`src/rtl/sram_host_pkg.sv`:
```
package sram_host_pkg;

  // ---------------------------------------------------------------------------
  // Geometry
  // ---------------------------------------------------------------------------
  localparam int ADDR_W = 18;
  localparam int DATA_W = 16;
  localparam int BYTE_W = 8;
  localparam int WORD_COUNT = 262144;

  // ---------------------------------------------------------------------------
  // Timing in picoseconds (power-up wait in nanoseconds) for the fastest grade, and cycle counts
  // ---------------------------------------------------------------------------
  localparam int CLK_PERIOD_PS = 5000;
  localparam int READ_CYCLE_TIME_PS = 10000;
  localparam int ADDRESS_TO_DATA_TIME_PS = 10000;
  localparam int OE_TO_DATA_TIME_PS = 5000;
  localparam int SELECT_TO_DATA_TIME_PS = 10000;
  localparam int LANE_ENABLE_TO_DATA_TIME_PS = 5000;
  localparam int DATA_HOLD_AFTER_ADDRESS_PS = 3000;
  localparam int SELECT_TO_WRITE_END_PS = 7000;
  localparam int ADDRESS_SETUP_TO_WRITE_END_PS = 7000;
  localparam int DESELECT_TO_STANDBY_TIME_PS = 10000;
  localparam int POWER_UP_WAIT_NS = 1000;

  // Least times round up; none below one cycle.
  function automatic int cycles_up(input int ps);
    int c;
    c = (ps + CLK_PERIOD_PS - 1) / CLK_PERIOD_PS;
    return (c < 1) ? 1 : c;
  endfunction

  // Two synchroniser stages sit on the read path before data is captured.
  localparam int SYNC_STAGES = 2;
  localparam int READ_ACCESS_PS = (ADDRESS_TO_DATA_TIME_PS > SELECT_TO_DATA_TIME_PS) ?
      ADDRESS_TO_DATA_TIME_PS : SELECT_TO_DATA_TIME_PS;
  localparam int READ_WAIT_CYC = cycles_up(READ_ACCESS_PS);
  localparam int READ_CYCLE_CYC = cycles_up(READ_CYCLE_TIME_PS);
  localparam int WRITE_PULSE_CYC = cycles_up((SELECT_TO_WRITE_END_PS >
      ADDRESS_SETUP_TO_WRITE_END_PS) ? SELECT_TO_WRITE_END_PS : ADDRESS_SETUP_TO_WRITE_END_PS);
  localparam int POWER_UP_CYC = cycles_up(POWER_UP_WAIT_NS * 1000);
  localparam int CNT_W = 8;

  // ---------------------------------------------------------------------------
  // Carriers
  // ---------------------------------------------------------------------------
  typedef struct packed {
    logic write;
    logic [ADDR_W-1:0] word_address;
    logic [1:0] lane_keep_n;
    logic [DATA_W-1:0] wdata;
  } sram_req_t;

  typedef struct packed {
    logic chip_select_n;
    logic write_strobe_n;
    logic output_enable_n;
    logic lower_byte_lane_en_n;
    logic upper_byte_lane_en_n;
    logic [ADDR_W-1:0] word_address;
  } sram_pins_t;

  localparam sram_pins_t PINS_IDLE = '{1'b1, 1'b1, 1'b1, 1'b1, 1'b1, {ADDR_W{1'b0}}};

endpackage

```
`src/rtl/sram_host_sync.sv`:
```
`timescale 1ns/1ps
`default_nettype none

module sram_host_sync #(
  parameter int WIDTH = 16
) (
  input wire logic sys_clk_i,
  input wire logic nrst_i,
  input wire logic [WIDTH-1:0] async_i,
  output logic [WIDTH-1:0] sync_o
);

  // ---------------------------------------------------------------------------
  // Two-stage synchroniser
  // ---------------------------------------------------------------------------
  logic [WIDTH-1:0] meta_r;

  // The first stage is read by the second stage only.
  always_ff @(posedge sys_clk_i or negedge nrst_i) begin
    if (!nrst_i) begin
      meta_r <= '0;
      sync_o <= '0;
    end else begin
      meta_r <= async_i;
      sync_o <= meta_r;
    end
  end

endmodule

`default_nettype wire

```
`src/rtl/sram_host_ctrl.sv`:
```
// Function
// - Write only while select and strobe low.
// - Read: select, output enable low, strobe high.
// - Wait one microsecond before first access.
// - Space reads; wait address-to-data time.
// - Select and address 7 ns before write end.
// - First rising strobe or select ends write.
`timescale 1ns/1ps
`default_nettype none

module sram_host_ctrl
  import sram_host_pkg::*;
#(
  parameter int POWER_UP_CYCLES = POWER_UP_CYC
) (
  input wire logic sys_clk_i,
  input wire logic nrst_i,
  input wire sram_host_pkg::sram_req_t req_i,
  input wire logic req_valid_i,
  output logic req_ready_o,
  output logic [sram_host_pkg::DATA_W-1:0] rdata_o,
  output logic rdata_valid_o,
  output logic [sram_host_pkg::ADDR_W-1:0] word_address_o,
  output logic chip_select_n_o,
  output logic write_strobe_n_o,
  output logic output_enable_n_o,
  output logic lower_byte_lane_en_n_o,
  output logic upper_byte_lane_en_n_o,
  output logic [sram_host_pkg::DATA_W-1:0] shared_data_bus_o,
  output logic [sram_host_pkg::DATA_W-1:0] shared_data_bus_oe_n_o,
  input wire logic [sram_host_pkg::DATA_W-1:0] shared_data_bus_i
);

  import sram_host_pkg::*;

  // ---------------------------------------------------------------------------
  // State machine
  // ---------------------------------------------------------------------------
  typedef enum logic [6:0] {
    ST_POWER = 7'b0000001,
    ST_IDLE  = 7'b0000010,
    ST_WSET  = 7'b0000100,
    ST_WPULS = 7'b0001000,
    ST_WEND  = 7'b0010000,
    ST_RWAIT = 7'b0100000,
    ST_RCAP  = 7'b1000000
  } state_t;

  localparam logic [CNT_W-1:0] READ_WAIT_N = CNT_W'(READ_WAIT_CYC + SYNC_STAGES);
  localparam logic [CNT_W-1:0] WPULSE_N = CNT_W'(WRITE_PULSE_CYC);
  localparam int PWR_W = $clog2(POWER_UP_CYCLES + 1);

  state_t state_r;
  state_t state_nxt;
  logic [CNT_W-1:0] cnt_r;
  logic [CNT_W-1:0] cnt_nxt;
  logic [PWR_W-1:0] pwr_cnt_r;
  sram_req_t req_r;
  sram_pins_t pins_r;
  sram_pins_t pins_nxt;
  logic drive_r;
  logic drive_nxt;
  logic [DATA_W-1:0] rd_sync;

  // Lane enables collapse to a single flag for the undriven-lane case.
  function automatic logic lanes_off(input logic [1:0] keep_n);
    return &keep_n;
  endfunction

  wire cnt_done = (cnt_r == '0);
  wire pwr_done = (pwr_cnt_r == '0);
  wire take_req = (state_r == ST_IDLE) && req_valid_i;

  // ---------------------------------------------------------------------------
  // Read-data synchroniser
  // ---------------------------------------------------------------------------
  // The bus is asynchronous to us, so data passes two flops before capture.
  sram_host_sync #(
    .WIDTH(DATA_W)
  ) u_rd_sync (
    .sys_clk_i(sys_clk_i),
    .nrst_i(nrst_i),
    .async_i(shared_data_bus_i),
    .sync_o(rd_sync)
  );

  // ---------------------------------------------------------------------------
  // Next-state and pin decode
  // ---------------------------------------------------------------------------
  // Pins change on state entry, and ST_IDLE reloads PINS_IDLE, so address and lanes stay steady.
  always_comb begin
    state_nxt = state_r;
    cnt_nxt = cnt_done ? cnt_r : cnt_r - CNT_W'(1);
    pins_nxt = pins_r;
    drive_nxt = drive_r;
    unique case (state_r)
      ST_POWER: begin
        if (pwr_done) begin
          state_nxt = ST_IDLE;
        end
      end
      ST_IDLE: begin
        pins_nxt = PINS_IDLE;
        drive_nxt = 1'b0;
        if (req_valid_i && req_i.write) begin
          state_nxt = ST_WSET;
          pins_nxt.word_address = req_i.word_address;
          pins_nxt.lower_byte_lane_en_n = req_i.lane_keep_n[0];
          pins_nxt.upper_byte_lane_en_n = req_i.lane_keep_n[1];
          pins_nxt.output_enable_n = 1'b1;
          drive_nxt = 1'b1;
        end else if (req_valid_i) begin
          state_nxt = ST_RWAIT;
          cnt_nxt = READ_WAIT_N;
          pins_nxt.word_address = req_i.word_address;
          pins_nxt.lower_byte_lane_en_n = req_i.lane_keep_n[0];
          pins_nxt.upper_byte_lane_en_n = req_i.lane_keep_n[1];
          pins_nxt.chip_select_n = lanes_off(req_i.lane_keep_n);
          pins_nxt.output_enable_n = lanes_off(req_i.lane_keep_n);
          drive_nxt = 1'b0;
        end
      end
      ST_WSET: begin
        state_nxt = ST_WPULS;
        cnt_nxt = WPULSE_N - CNT_W'(1);
        pins_nxt.chip_select_n = 1'b0;
        pins_nxt.write_strobe_n = 1'b0;
      end
      ST_WPULS: begin
        if (cnt_done) begin
          state_nxt = ST_WEND;
          pins_nxt.write_strobe_n = 1'b1;
        end
      end
      ST_WEND: begin
        // bus released early
        // Letting go of the bus here keeps a following read off a driven bus.
        state_nxt = ST_IDLE;
        pins_nxt.chip_select_n = 1'b1;
        drive_nxt = 1'b0;
      end
      ST_RWAIT: begin
        if (cnt_done) begin
          state_nxt = ST_RCAP;
        end
      end
      ST_RCAP: begin
        state_nxt = ST_IDLE;
        pins_nxt = PINS_IDLE;
      end
      default: begin
        state_nxt = ST_IDLE;
        pins_nxt = PINS_IDLE;
        drive_nxt = 1'b0;
      end
    endcase
  end

  // ---------------------------------------------------------------------------
  // State registers
  // ---------------------------------------------------------------------------
  always_ff @(posedge sys_clk_i or negedge nrst_i) begin
    if (!nrst_i) begin
      state_r <= ST_POWER;
      cnt_r <= '0;
      pins_r <= PINS_IDLE;
      drive_r <= 1'b0;
    end else begin
      state_r <= state_nxt;
      cnt_r <= cnt_nxt;
      pins_r <= pins_nxt;
      drive_r <= drive_nxt;
    end
  end

  always_ff @(posedge sys_clk_i or negedge nrst_i) begin
    if (!nrst_i) begin
      pwr_cnt_r <= PWR_W'(POWER_UP_CYCLES);
    end else if (!pwr_done) begin
      pwr_cnt_r <= pwr_cnt_r - PWR_W'(1);
    end
  end

  // Request latch; write data is held steady through the whole write.
  always_ff @(posedge sys_clk_i or negedge nrst_i) begin
    if (!nrst_i) begin
      req_r <= '0;
    end else if (take_req) begin
      req_r <= req_i;
    end
  end

  // ---------------------------------------------------------------------------
  // User-side outputs
  // ---------------------------------------------------------------------------
  // unselected lanes read zero
  always_ff @(posedge sys_clk_i or negedge nrst_i) begin
    if (!nrst_i) begin
      rdata_o <= '0;
      rdata_valid_o <= 1'b0;
      req_ready_o <= 1'b0;
    end else begin
      rdata_valid_o <= (state_r == ST_RCAP);
      if (state_r == ST_RCAP) begin
        rdata_o[BYTE_W-1:0] <= req_r.lane_keep_n[0] ? '0 : rd_sync[BYTE_W-1:0];
        rdata_o[DATA_W-1:BYTE_W] <= req_r.lane_keep_n[1] ? '0 : rd_sync[DATA_W-1:BYTE_W];
      end
      req_ready_o <= (state_nxt == ST_IDLE) && !take_req;
    end
  end

  // ---------------------------------------------------------------------------
  // Pin outputs
  // ---------------------------------------------------------------------------
  // lanes and drive
  assign word_address_o = pins_r.word_address;
  assign chip_select_n_o = pins_r.chip_select_n;
  assign write_strobe_n_o = pins_r.write_strobe_n;
  assign output_enable_n_o = pins_r.output_enable_n;
  assign lower_byte_lane_en_n_o = pins_r.lower_byte_lane_en_n;
  assign upper_byte_lane_en_n_o = pins_r.upper_byte_lane_en_n;
  assign shared_data_bus_o = req_r.wdata;
  assign shared_data_bus_oe_n_o = {DATA_W{~drive_r}};

endmodule

`default_nettype wire

```
`config.mk`:
```
export PLATFORM = sky130hd
export DESIGN_NAME = sram_host_ctrl
export DESIGN_NICKNAME = d
export VERILOG_FILES = /design/src/rtl/sram_host_pkg.sv /design/src/rtl/sram_host_sync.sv /design/src/rtl/sram_host_ctrl.sv
export SDC_FILE = /design/constraint.sdc
export NUM_CORES = 1
export LEC_CHECK = 0
export ABC_AREA = 1
export ABC_CLOCK_PERIOD_IN_PS = 2000
export BUFFER_PORTS_ARGS = -buffer_cell sky130_fd_sc_hd__buf_4
export CAP_MARGIN = 20
export CORE_ASPECT_RATIO = 1.5
export CORE_MARGIN = 5
export CORE_UTILIZATION = 52
export CTS_CLUSTER_DIAMETER = 40
export DETAILED_ROUTE_END_ITERATION = 10
export GPL_TIMING_DRIVEN = 0
export PLACE_DENSITY = 0.89
export SLEW_MARGIN = 20
export SYNTH_ARGS = -nofsm -noshare
export SYNTH_HDL_FRONTEND = slang
export SYNTH_HIERARCHICAL = 1
export SYNTH_SLANG_ARGS = --single-unit
```
`constraint.sdc`:
```
create_clock -name sys_clk_i -period 2 [get_ports sys_clk_i]
set_input_delay 0.3 -clock sys_clk_i [delete_from_list [all_inputs] [get_ports sys_clk_i]]
set_output_delay 0.3 -clock sys_clk_i [all_outputs]
set_load 0.02 [all_outputs]
```
==> results.md, run 1 <==
* Initial cell density of the core at 52.7%
* Fin crit share at 87.8%
* WL final at 11700 um
* Largest net degree at the start of global routing at between 100 and 150
* Final WS setup at ~0.24 ns
* Hold Path Class: input port to asynchronous set/reset pin
* Initial antenna violation count at 0
* Leak at 3.48 nW
* XOR/XNOR Fraction of Synth Area at less than 1%
* CP Data Required Time at around 2.4 ns
* Clock root buffer: clkbuf_16
* First-pass GRT wire length at ~19000 um
* CP startpoint: pwr_cnt_r[0]$_DFFE_PN0N_
* Sequential share of the synthesized area at between 60 and 70%
* Most frequent CP cell: inv_1
* Pre-CTS setup slack at 0.186 ns
* Worst reg2reg path depth at 8
* WHS at -0.0223 ns
* Mapped Cells at 492
* Reg-to-Reg End: state_r[1]$_DFF_PN0_
* Slew @ Worst Pin at between 0.8 and 0.9 ns
* CTS Buffer Depth at 2
* Die Span Y at between 100 and 150 um
* Pre-antenna DRT Iters at 5
* RSZ-0062 raised after global routing: false
* Mean Syn Cell Area at 9.40 um^2
* Initial drt markers at 199
* Adder-cell area share of the yosys netlist at 0.541%
* Max H-tree Level at 4
* #FFs+latches synth at 115
* Max Cap Viol at 0
* Nets at 713
* Multiplexer share of the synthesized area at 0%
* Sum of buffers and inverters on the critical path at 2
* Critical Path, Cell by Cell: inv_1, ha_1, inv_1, nor2_1, nand2_1, nor2_2, o21ai_0, nand3_1
* Fin crit period at 1.76 ns
* # fillers at 578
* Slew Limit Fails at 0
* Crit-path slowest cell: dfrtp_1
* Die Width at ~87 um
* PortBufs at 128
* Critical path capture point type: register
* Top FF cell, synth: dfrtp_1
* Post-synth EDFFs at 0
* Worst Clk Skew at 0.0121 ns
* Arr. time, crit path at 2.10 ns
* Failing checks: negative hold slack
* Max incr delay on CP at 0.35 ns
* Worst setup SP type: register
* Ant. Diodes at 0
* Distinct cells, synth at 25
* Post-DP HPWL at roughly 7700 um
* DRC Markers at 0
* Rel. slew slack at 41.2%
* Share of layout cells above drive strength 1 at 33.2%
* Status: finished with violations
* Mapped cell area at around 4600 um^2
* Routability cong. at 0.843
* Flop2flop setup slack at about 0.24 ns
* Syn nets at 550
* Post-DRT Antenna Nets at 0
* Worst r2r src: pwr_cnt_r[0]$_DFFE_PN0N_
* I/O pins at 129
* Row count at 42
* Yosys warns at 6
* Core ar. at 8780 um^2
* Largest family of logic cells by synthesized area: simple AND/OR/NAND/NOR gates
* Wirelength per Cell at 15.1 um
* Die ar. at around 11000 um^2
* Vias at around 3800
* DR vias/cell at 4.93
* Clk Latency, worst-skew pair at 0.42 ns
* GR Util All Layers at a little under a quarter
* Post-synthesis simple-gate area fraction at 22.8%
* Critical setup path kind: register to register
* Final Hold Fails at 8
* Max frequency at 0.569 GHz
* TritonCTS buffer count at 17
* TritonCTS Sinks at 115
* Vias in the first global route at 4054
* Clk slew on worst S/H paths at 0.06 ns
* Synth Area in Compound Gates at 3.87%
* Post-CTS Setup Bufs at 0
* Final setup vio count at 0
* CTS tree: done
* GRT Residual Overflow at 0
* Area growth from synthesis to layout at 39.3%
* Crit-path max FO at 8
* Asr flop ratio synth at 100%
* PwrDens at between 1000 and 1500 nW/um^2
* Max VDD drop at between 0.9 and 1 mV
* Top delay family on crit path: simple AND/OR/NAND/NOR gates
* Setup_tns at 0 ns
metal layers:
| metal | vias up | track usage (%) | routed length, um |
|---|---|---|---|
| met5 | - | 0 | 0 |
| met4 | 0 | 11.7 | 401 |
| met3 | 34 | 6.71 | 749 |
| met2 | 136 | 41.3 | 6600 |
| met1 | 1846 | 22.3 | 4000 |
| li1 | 1823 | - | - |
area by class of cell:
class                      instances  area (um^2)  area share, %
buffer                            41          303           4.70
clock inverter                    15          124           1.92
sequential                       115         2890           44.9
inverter                          35          131           2.04
multi-input combinational        301         1300           20.2
tap                              110          138           2.14
timing repair buffer             144         1130           17.5
clock buffer                      17          425           6.61
flip-flops by register name, summed over array words and instances, names as in the netlist, 2 cells and up:
register,flops
state_r,7
req_r,2
shared_data_bus_o,16
u_rd_sync/meta_r,16
rdata_o,16
u_rd_sync/sync_o,16
word_address_o,18
cnt_r,8
pwr_cnt_r,8
placed cells by master (no fill, tap or decap), types with 2 or more instances in the layout:
master,n
dfrtp_1,106
buf_4,160
clkbuf_16,17
clkinv_4,3
buf_6,3
nand3_1,15
ha_1,2
clkbuf_1,3
nand2_1,195
nor2_1,28
nand2_2,2
o21a_1,2
o21ai_0,24
nor2_2,7
clkinv_2,2
inv_6,7
xor2_1,5
buf_2,2
dlygate4sd3_1,16
a21oi_1,6
inv_1,32
inv_2,3
nand4_1,7
clkinvlp_4,2
dfstp_2,9
nor3_1,3
cell families (layout without fill, tap and decap cells):
group / count (synthesis) / in the layout
buffers and inverters: 76 / 252
flip-flops: 115 / 115
adder cells (fa/ha/maj): 2 / 2
XOR/XNOR: 5 / 5
AND/OR/NAND/NOR: 260 / 260
AO/OA/AOI/OAI: 34 / 34
synthesized netlist by cell type (2+ instances only):
cell | instances | area [um^2]
o21a_1 | 2 | 15.0
xor2_1 | 5 | 43.8
buf_4 | 33 | 248
nand2_2 | 2 | 12.5
nand3_1 | 15 | 75.1
dfrtp_1 | 106 | 2650
nor2_1 | 29 | 109
o21ai_0 | 24 | 120
nor2_2 | 6 | 37.5
nor3_1 | 3 | 15.0
nand4_1 | 7 | 43.8
inv_2 | 3 | 11.3
ha_1 | 2 | 25.0
a21oi_1 | 6 | 30.0
buf_6 | 3 | 33.8
buf_2 | 2 | 10.0
dfstp_2 | 9 | 236
nand2_1 | 195 | 732
inv_1 | 32 | 120
clkbuf_1 | 3 | 11.3
report_power, final:
| group | internal, mW | switching, mW |
|---|---|---|
| clock | 1.62 | 1.18 |
| combinational | 1.42 | 1.95 |
| sequential | 2.85 | 0.298 |
| total | 5.88 | 3.42 |
worst max path at each step:
stage                     slack, ns                     to  cells after the start
after detailed placement       0.19  req_ready_o$_DFF_PN0_                      8
after global placement         0.23  req_ready_o$_DFF_PN0_                      8
after CTS                      0.09  req_ready_o$_DFF_PN0_                      8
final                          0.24   state_r[1]$_DFF_PN0_                      8
after floorplan                0.50  req_ready_o$_DFF_PN0_                      8
after global routing           0.06   state_r[1]$_DFF_PN0_                      8
stage by stage:
stage                     std cells  instance area, um^2  util (%)  power, mW
final                           778                 6440      73.4       9.31
after global routing            778                 6440      73.4       9.80
after CTS                       777                 6420      73.2       9.31
after detailed placement        730                 5730      65.2       6.48
after global placement          730                 5720      65.2       6.33
after floorplan                 492                 4620         -       5.26
timing repair:
item	4_1_cts	5_1_grt
setup endpoints to repair	0	4
hold buffers	15	1
hold endpoints to repair	15	1
gates resized for setup	0	1
No activity file was read; power rests on OpenSTA's default activity.
==> inputs of run 2 (changes only) <==
--- a/config.mk
+++ b/config.mk
@@ -5,7 +5,6 @@
 export SDC_FILE = /design/constraint.sdc
 export NUM_CORES = 1
 export LEC_CHECK = 0
-export ABC_AREA = 1
 export ABC_CLOCK_PERIOD_IN_PS = 2000
 export BUFFER_PORTS_ARGS = -buffer_cell sky130_fd_sc_hd__buf_4
 export CAP_MARGIN = 20
==> run 2 against run 1 <==
  * The run ends with negative hold slack, negative setup slack left
  * Global-route usage grew 1.7 points
  * Power rose by 5.0%
  * Sequential power increased by 2%
  * Worst hold slack lost 0.0017 ns
  * Area after synthesis down 0.16%
  * Combinational power increased by 2%
  * Sequential share of layout area shrank 2.8 points
  * Utilization grew 4.9 points
  * Clock skew down 0.0062 ns
  * Worst setup slack got worse by 0.34 ns
  * Routed wire length increased by 8.4%
  * Largest power group unchanged
  * Highest routed layer unchanged
==> results.md, run 2 <==
* Top FF cell, synth: dfrtp_1
* Routability cong. at 0.873 (+3.5%)
* Top delay family on crit path: simple AND/OR/NAND/NOR gates
* Yosys top cell area share at 57.5% (+0.093 points)
* #FFs+latches synth at 115 (unchanged)
* Max incr delay on CP at 0.54 ns (+0.19 ns)
* Die ar. at 10900 um^2 (-0.15%)
* Slew Limit Fails at 0 (unchanged)
* Mapped cell area at 4620 um^2 (-0.16%)
* Largest cells by area after synthesis: dfrtp_1 (57%), nand2_1 (7.1%), dfstp_2 (5.1%), buf_4 (5.0%), a22o_1 (3.4%)
* Final non-filler cell total at 712 (-8.5%)
* Critical setup path kind: register to register
* WHS at -0.0240 ns (-0.00170 ns)
* Arr. time, crit path at 2.40 ns (+0.30 ns)
* PortBufs at 128 (unchanged)
* Slew @ Worst Pin at 0.870 ns (-0.0117 ns)
* Worst Clk Skew at 0.00592 ns (-0.00622 ns)
* Most frequent CP cell: nand2_1
* WL final at 12700 um (+8.4%)
* Worst reg2reg path depth at 7 (-1)
* Syn nets at 468 (-15%)
* Wirelength per Cell at 17.9 um (+18%)
* Clock root buffer: clkbuf_16
* DRC Markers at 0 (unchanged)
* Worst r2r src: state_r[3]$_DFF_PN0_
* Vias in the first global route at 3973 (-2.0%)
* Sequential share of the synthesized area at 62.6% (+0.10 points)
* Status: finished with violations
* Initial cell density of the core at 52.6% (-0.086 points)
* Share of layout cells above drive strength 1 at 44.0% (+11 points)
* Max frequency at 0.477 GHz (-16%)
* First-pass GRT wire length at 20400 um (+7.0%)
* Fin area at 6870 um^2 (+6.6%)
* Area growth from synthesis to layout at 48.8%
* Most numerous cell in the Yosys netlist: dfrtp_1
* GR Util All Layers at 24.3% (+1.7 points)
* Asr flop ratio synth at 100% (unchanged)
* Sum of buffers and inverters on the critical path at 3 (+1)
* TritonCTS Sinks at 115 (unchanged)
* Max Cap Viol at 0 (unchanged)
* Die Span Y at 125 um (about the same)
* Pwr Total at 9.77 mW (+5.0%)
* Fin crit period at 2.10 ns (+0.341 ns)
* Worst setup SP type: register
* Final setup vio count at 15 (+15)
* Hold Path Class: input port to asynchronous set/reset pin
* CTS Buffer Depth at 2 (unchanged)
* Post-DP HPWL at 7660 um (-0.76%)
* Distinct cells, synth at 46 (+84%)
* Clk slew on worst S/H paths at 0.06 ns (about the same)
* Commonest non-fill, non-tap cell in the layout: buf_4
* Critical path capture point type: register
* GRT Residual Overflow at 0 (unchanged)
* Ant. Diodes at 0 (unchanged)
* Core ar. at 8780 um^2 (unchanged)
* Max VDD drop at 1.12 mV (+22%)
* Initial antenna violation count at 0 (unchanged)
* Largest net degree at the start of global routing at 116 (unchanged)
* Crit-path slowest cell: or4b_4
* Vias at 3717 (-3.2%)
* Max H-tree Level at 4 (unchanged)
* Die Width at 86.9 um (about the same)
* Rel. slew slack at 42.0% (+0.78 points)
* Flop2flop setup slack at -0.1 ns (-0.34 ns)
* Row count at 42 (unchanged)
* Final Hold Fails at 10 (+2)
* Post-synth EDFFs at 0 (unchanged)
* Max reg flops at 18 (unchanged)
* TritonCTS buffer count at 17 (unchanged)
* Crit-path max FO at 7 (-1)
* Initial drt markers at 376 (+89%)
* Top cells by count, synth: dfrtp_1 (106), nand2_1 (87), buf_4 (31), nor2_1 (21), a22o_1 (18)
* Setup_tns at -1.10 ns (-1.10 ns)
* DR vias/cell at 5.22 (+5.8%)
* Clk Latency, worst-skew pair at 0.41 ns (about the same)
* CP Data Required Time at 2.30 ns (-0.05 ns)
* Inst Count DP at 648 (-11%)
* Pre-antenna DRT Iters at 5 (unchanged)
* PwrDens at 1420 nW/um^2 (-1.5%)
* Cell taking the most area after synthesis: dfrtp_1
* Area after DPL at 5720 um^2 (about the same)
* Reg-to-Reg End: rdata_o[5]$_DFFE_PN0P_
* Yosys warns at 6 (unchanged)
* Most frequent cells in the layout: buf_4 (167), dfrtp_1 (106), nand2_1 (74)
* Leak at 3.48 nW (+0.13%)
* Nets at 647 (-9.3%)
* Failing checks: negative hold slack, negative setup slack
* Mapped Cells at 410 (-17%)
* Final WS setup at -0.0973 ns (-0.341 ns)
* Mean Syn Cell Area at 11.3 um^2 (+20%)
* Fin crit share at 105% (+17 points)
* Critical Path, Cell by Cell: buf_6, or4_4, or4b_4, buf_12, clkbuf_16, nand2_1, nand2_1
* I/O pins at 129 (unchanged)
* Post-DRT Antenna Nets at 0 (unchanged)
* RSZ-0062 raised after global routing: true
* CTS tree: done
-- run 2: per-stage QoR --
step	util (%)	worst slack (ns)
floorplan	-	0.00354
global placement	65.2	-0.180
detailed placement	65.2	-0.273
CTS	76.0	-0.0742
global route	78.2	-0.140
finish	78.2	-0.0973
-- run 2: final cells by class --
| class | count | area [um^2] |
|---|---|---|
| flip-flops and latches | 115 | 2890 |
| fillers | 492 | 1910 |
| multi-input cells | 235 | 1470 |
| repair buffers | 163 | 1360 |
| clock buffers | 18 | 439 |
| plain buffers | 45 | 337 |
| clock inverters | 14 | 176 |
| well taps | 110 | 138 |
| inverters | 11 | 46.3 |
| repair inverters | 1 | 5.00 |
-- run 2: worst max-delay path by stage --
stage	from	endpoint	slack, ns	depth (start not counted)
global placement	state_r[0]$_DFF_PN1_	word_address_o[4]$_DFFE_PN0N_	-0.18	6
detailed placement	state_r[3]$_DFF_PN0_	shared_data_bus_o[10]$_DFFE_PN0P_	-0.27	7
finish	state_r[3]$_DFF_PN0_	rdata_o[5]$_DFFE_PN0P_	-0.1	7
CTS	state_r[1]$_DFF_PN0_	word_address_o[11]$_DFFE_PN0N_	-0.07	7
floorplan	state_r[1]$_DFF_PN0_	rdata_o[14]$_DFFE_PN0P_	0.004	8
global route	state_r[3]$_DFF_PN0_	rdata_o[5]$_DFFE_PN0P_	-0.14	7
-- run 2: power by group --
group | internal (mW) | total [mW] | switching, mW | leakage, nW
sequential | 2.84 | 3.21 | 0.369 | 1.44
combinational | 1.64 | 3.44 | 1.79 | 1.75
clock | 2.00 | 3.12 | 1.12 | 0.286
total | 6.49 | 9.77 | 3.28 | 3.48
-- run 2: kinds of logic (layout without fill, tap and decap cells) --
| logic type | Yosys count | count (layout) | share of synthesized area, % |
|---|---|---|---|
| xor gates and xnor gates | 10 | 10 | 1.90 |
| muxes | 6 | 6 | 1.44 |
| DFF | 115 | 115 | 62.6 |
| buffers and inverters | 60 | 252 | 8.19 |
| and+or+nand+nor | 172 | 172 | 18.2 |
| AOI/OAI and AO/OA | 45 | 45 | 7.16 |
| adders and majority gates | 2 | 2 | 0.542 |
-- run 2: routing by layer --
metal,vias up,track usage [%],share of wire [%]
li1,1709,-,-
met3,35,7.83,7.1
met2,176,41.8,55
met1,1797,27.1,35
met4,0,10.3,3.2
met5,-,0,0
-- run 2: what timing repair did --
item,in CTS,in global routing
setup buffers,8,9
pin swaps,2,11
cloned,2,1
hold buffers,16,0
hold endpoints to repair,16,0
gates resized for setup,19,45
setup endpoints to repair,63,58
==> inputs of run 3 (changes only) <==
--- a/config.mk
+++ b/config.mk
@@ -5,6 +5,7 @@
 export SDC_FILE = /design/constraint.sdc
 export NUM_CORES = 1
 export LEC_CHECK = 0
+export ABC_AREA = 1
 export ABC_CLOCK_PERIOD_IN_PS = 2000
 export BUFFER_PORTS_ARGS = -buffer_cell sky130_fd_sc_hd__buf_4
 export CAP_MARGIN = 20
@@ -18,5 +19,4 @@
 export SLEW_MARGIN = 20
 export SYNTH_ARGS = -nofsm -noshare
 export SYNTH_HDL_FRONTEND = slang
-export SYNTH_HIERARCHICAL = 1
 export SYNTH_SLANG_ARGS = --single-unit
==> run 3 against run 2 <==
  * Global-route usage shrank 1.1 points
  * Die area is 0.56% higher
  * Register-to-register slack better by 0.41 ns
  * Sequential share of layout area grew 2.1 points
  * Clock skew up 0.0026 ns
  * Power down 2.3%
  * The flow finishes with violations (negative hold slack)
  * Count of clock-buffer cells in the layout grew 3
  * Critical endpoint is now shared_data_bus_oe_n_o[14]
  * Worst setup slack gained 0.36 ns
  * Clock power is 2% higher
  * Routed wire length fell by 6.4%
  * Sequential power shrank 2%
  * Area after synthesis rose by 0.62%
  * Largest cell class unchanged
==> results.md, run 3 <==
* Yosys warns at 0 (-6)
* Most frequent CP cell: buf_4
* Critical Path, Cell by Cell: inv_1, buf_4, buf_4
* Max Cap Viol at 0 (unchanged)
* Fin crit share at 86.6% (-18 points)
* DR vias/cell at 4.99 (-4.4%)
* Pwr Total at 9.54 mW (-2.3%)
* Max VDD drop at 1.22 mV (+8.5%)
* Fin crit period at 1.73 ns (-0.365 ns)
* Largest net degree at the start of global routing at 116 (unchanged)
* Status: finished with violations
* Pre-CTS setup slack at 0.391 ns (+0.664 ns)
* DRC Markers at 0 (unchanged)
* Max reg flops at 18 (unchanged)
* PwrDens at 1460 nW/um^2 (+2.5%)
* Failing checks: negative hold slack
* Final Hold Fails at 15 (+5)
* CTS tree: done
* Most numerous cell in the Yosys netlist: nand2_1
* Max H-tree Level at 4 (unchanged)
* Syn nets at 544 (+16%)
* Area growth from synthesis to layout at 40.8%
* Top FF cell, synth: dfrtp_1
* Vias at 3852 (+3.6%)
* Nets at 707 (+9.3%)
* Slew @ Worst Pin at 0.890 ns (+0.0203 ns)
* Clock root buffer: clkbuf_16
* Post-synth EDFFs at 0 (unchanged)
* Vias in the first global route at 4149 (+4.4%)
* Critical setup path kind: register to output pin
* Worst setup SP type: register
* Die ar. at 11000 um^2 (+0.56%)
* CTS Buffer Depth at 2 (unchanged)
* Most frequent cells in the layout: nand2_1 (185), buf_4 (159), dfrtp_1 (106)
* Pre-antenna DRT Iters at 7 (+2)
* Clk slew on worst S/H paths at 0.05 ns (about the same)
* WHS at -0.0251 ns (-0.00112 ns)
* Share of layout cells above drive strength 1 at 33.2% (-11 points)
* Row count at 42 (unchanged)
* Sum of buffers and inverters on the critical path at 3 (unchanged)
* Crit-path slowest cell: dfrtp_1
* TritonCTS buffer count at 17 (unchanged)
* Mean Syn Cell Area at 9.56 um^2 (-15%)
* TritonCTS Sinks at 115 (unchanged)
* Worst Clk Skew at 0.00849 ns (+0.00258 ns)
* Leak at 3.50 nW (+0.62%)
* Initial drt markers at 284 (-24%)
* Crit-path max FO at 16 (+9)
* Post_cts resized at 0 (-19)
* Slew Limit Fails at 0 (unchanged)
* Initial cell density of the core at 52.9% (+0.33 points)
* Top delay family on crit path: buffers and inverters
* Die Width at 87.2 um (+0.28%)
* I/O pins at 129 (unchanged)
* CP Data Required Time at 1.70 ns (-0.60 ns)
* Setup_tns at 0 ns (+1.10 ns)
* # fillers at 547 (+11%)
* Max incr delay on CP at 0.38 ns (-0.16 ns)
* WL final at 11900 um (-6.4%)
* Largest cells by area after synthesis: dfrtp_1 (57%), nand2_1 (15%), buf_4 (5.2%), dfstp_2 (5.1%), o21ai_0 (2.8%)
* Routability cong. at 0.774 (-11%)
* Asr flop ratio synth at 100% (unchanged)
* Initial antenna violation count at 0 (unchanged)
* Final WS setup at 0.267 ns (+0.365 ns)
* RSZ-0062 raised after global routing: false
* Max frequency at 0.577 GHz (+21%)
* Die Span Y at 126 um (+0.28%)
* Post-DP HPWL at 7660 um (about the same)
* Cell taking the most area after synthesis: dfrtp_1
* Post-DRT Antenna Nets at 0 (unchanged)
* Yosys top cell area share at 57.1% (-0.36 points)
* Ant. Diodes at 0 (unchanged)
* Critical path capture point type: output pin
* Distinct cells, synth at 27 (-41%)
* Arr. time, crit path at 1.43 ns (-0.97 ns)
* Core ar. at 8780 um^2 (unchanged)
* Final setup vio count at 0 (-15)
* First-pass GRT wire length at 19500 um (-4.1%)
* PortBufs at 128 (unchanged)
* #FFs+latches synth at 115 (unchanged)
* GRT Residual Overflow at 0 (unchanged)
* Top cells by count, synth: nand2_1 (185), dfrtp_1 (106), buf_4 (32), inv_1 (30), nor2_1 (30)
* Post-CTS Setup Bufs at 0 (-8)
* Wirelength per Cell at 15.4 um (-14%)
* Sequential share of the synthesized area at 62.2% (-0.39 points)
* GR Util All Layers at 23.2% (-1.1 points)
* Hold Path Class: input port to asynchronous set/reset pin
* Clk Latency, worst-skew pair at 0.41 ns (about the same)
* Commonest non-fill, non-tap cell in the layout: nand2_1
* Mapped Cells at 486 (+19%)
* Mapped cell area at 4640 um^2 (+0.62%)
* Rel. slew slack at 40.7% (-1.4 points)
* Hold buffer count at cts at 15 (-1)
-- run 3: layer usage --
metal  up-vias  track usage, %  routed length (um)
li1       1817               -                   -
met3        26            6.73                 703
met4         0            10.3                 394
met5         -               0                   0
met2       144            41.2                6580
met1      1865            24.9                4240
-- run 3: stage by stage --
stage	util (%)	area, um^2	hold WS [ns]	std cells
CTS	74.4	6530	0.00209	771
floorplan	-	4640	0.00441	486
finish	74.5	6540	-0.0251	772
detailed placement	65.5	5750	0.337	724
global route	74.5	6540	0.0818	772
global placement	65.4	5740	0.332	724
-- run 3: final timing paths --
kind                                                     from                        endpoint  slack, ns  cells after the start
worst max-delay path                      drive_r$_DFFE_PN0N_      shared_data_bus_oe_n_o[14]       0.27                      3
worst min-delay path                                   nrst_i   word_address_o[7]$_DFFE_PN0N_      -0.03                      1
worst max register to register       pwr_cnt_r[0]$_DFFE_PN0N_           req_ready_o$_DFF_PN0_       0.31                      8
worst min register to register  u_rd_sync.meta_r[0]$_DFF_PN0_   u_rd_sync.sync_o[0]$_DFF_PN0_       0.35                      0
max in group asynchronous                              nrst_i         rdata_valid_o$_DFF_PN0_       1.37                      1
min in group sys_clk_i                              req_i[28]  word_address_o[10]$_DFFE_PN0N_       0.09                      3
-- run 3: cell families after synthesis --
| family | count (synthesis) | synth area share (%) |
|---|---|---|
| AOI/OAI and AO/OA | 34 | 3.77 |
| xor gates and xnor gates | 5 | 0.943 |
| adders and majority gates | 2 | 0.539 |
| buffers and inverters | 72 | 9.27 |
| DFF | 115 | 62.2 |
| and+or+nand+nor | 258 | 23.3 |
-- run 3: final cells by class --
class                           instances  area (um^2)  share of cell area (%)
Timing Repair Buffer                  144         1130                    17.2
Multi-Input combinational cell        299         1330                    20.3
Inverter                               32          123                    1.87
Buffer                                 40          308                    4.71
Clock inverter                         11          150                    2.30
Sequential cell                       115         2890                    44.2
Tap cell                              110          138                    2.10
Clock buffer                           21          480                    7.35
-- run 3: power breakdown --
group | leakage, nW | switching, mW | internal (mW)
Clock | 0.306 | 1.08 | 2.10
Sequential | 1.44 | 0.291 | 2.84
Combinational | 1.76 | 1.84 | 1.39
Total | 3.50 | 3.21 | 6.33
-- run 3: worst register-to-register path, cell delays in order, from the launching register on --
cell and delay (ns):
dfrtp_1 0.39, inv_1 0.13, ha_1 0.21, nand2_1 0.09, nor2_1 0.20, nand2_1 0.15, inv_1 0.19, o21ai_0 0.13
nand3_1 0.11
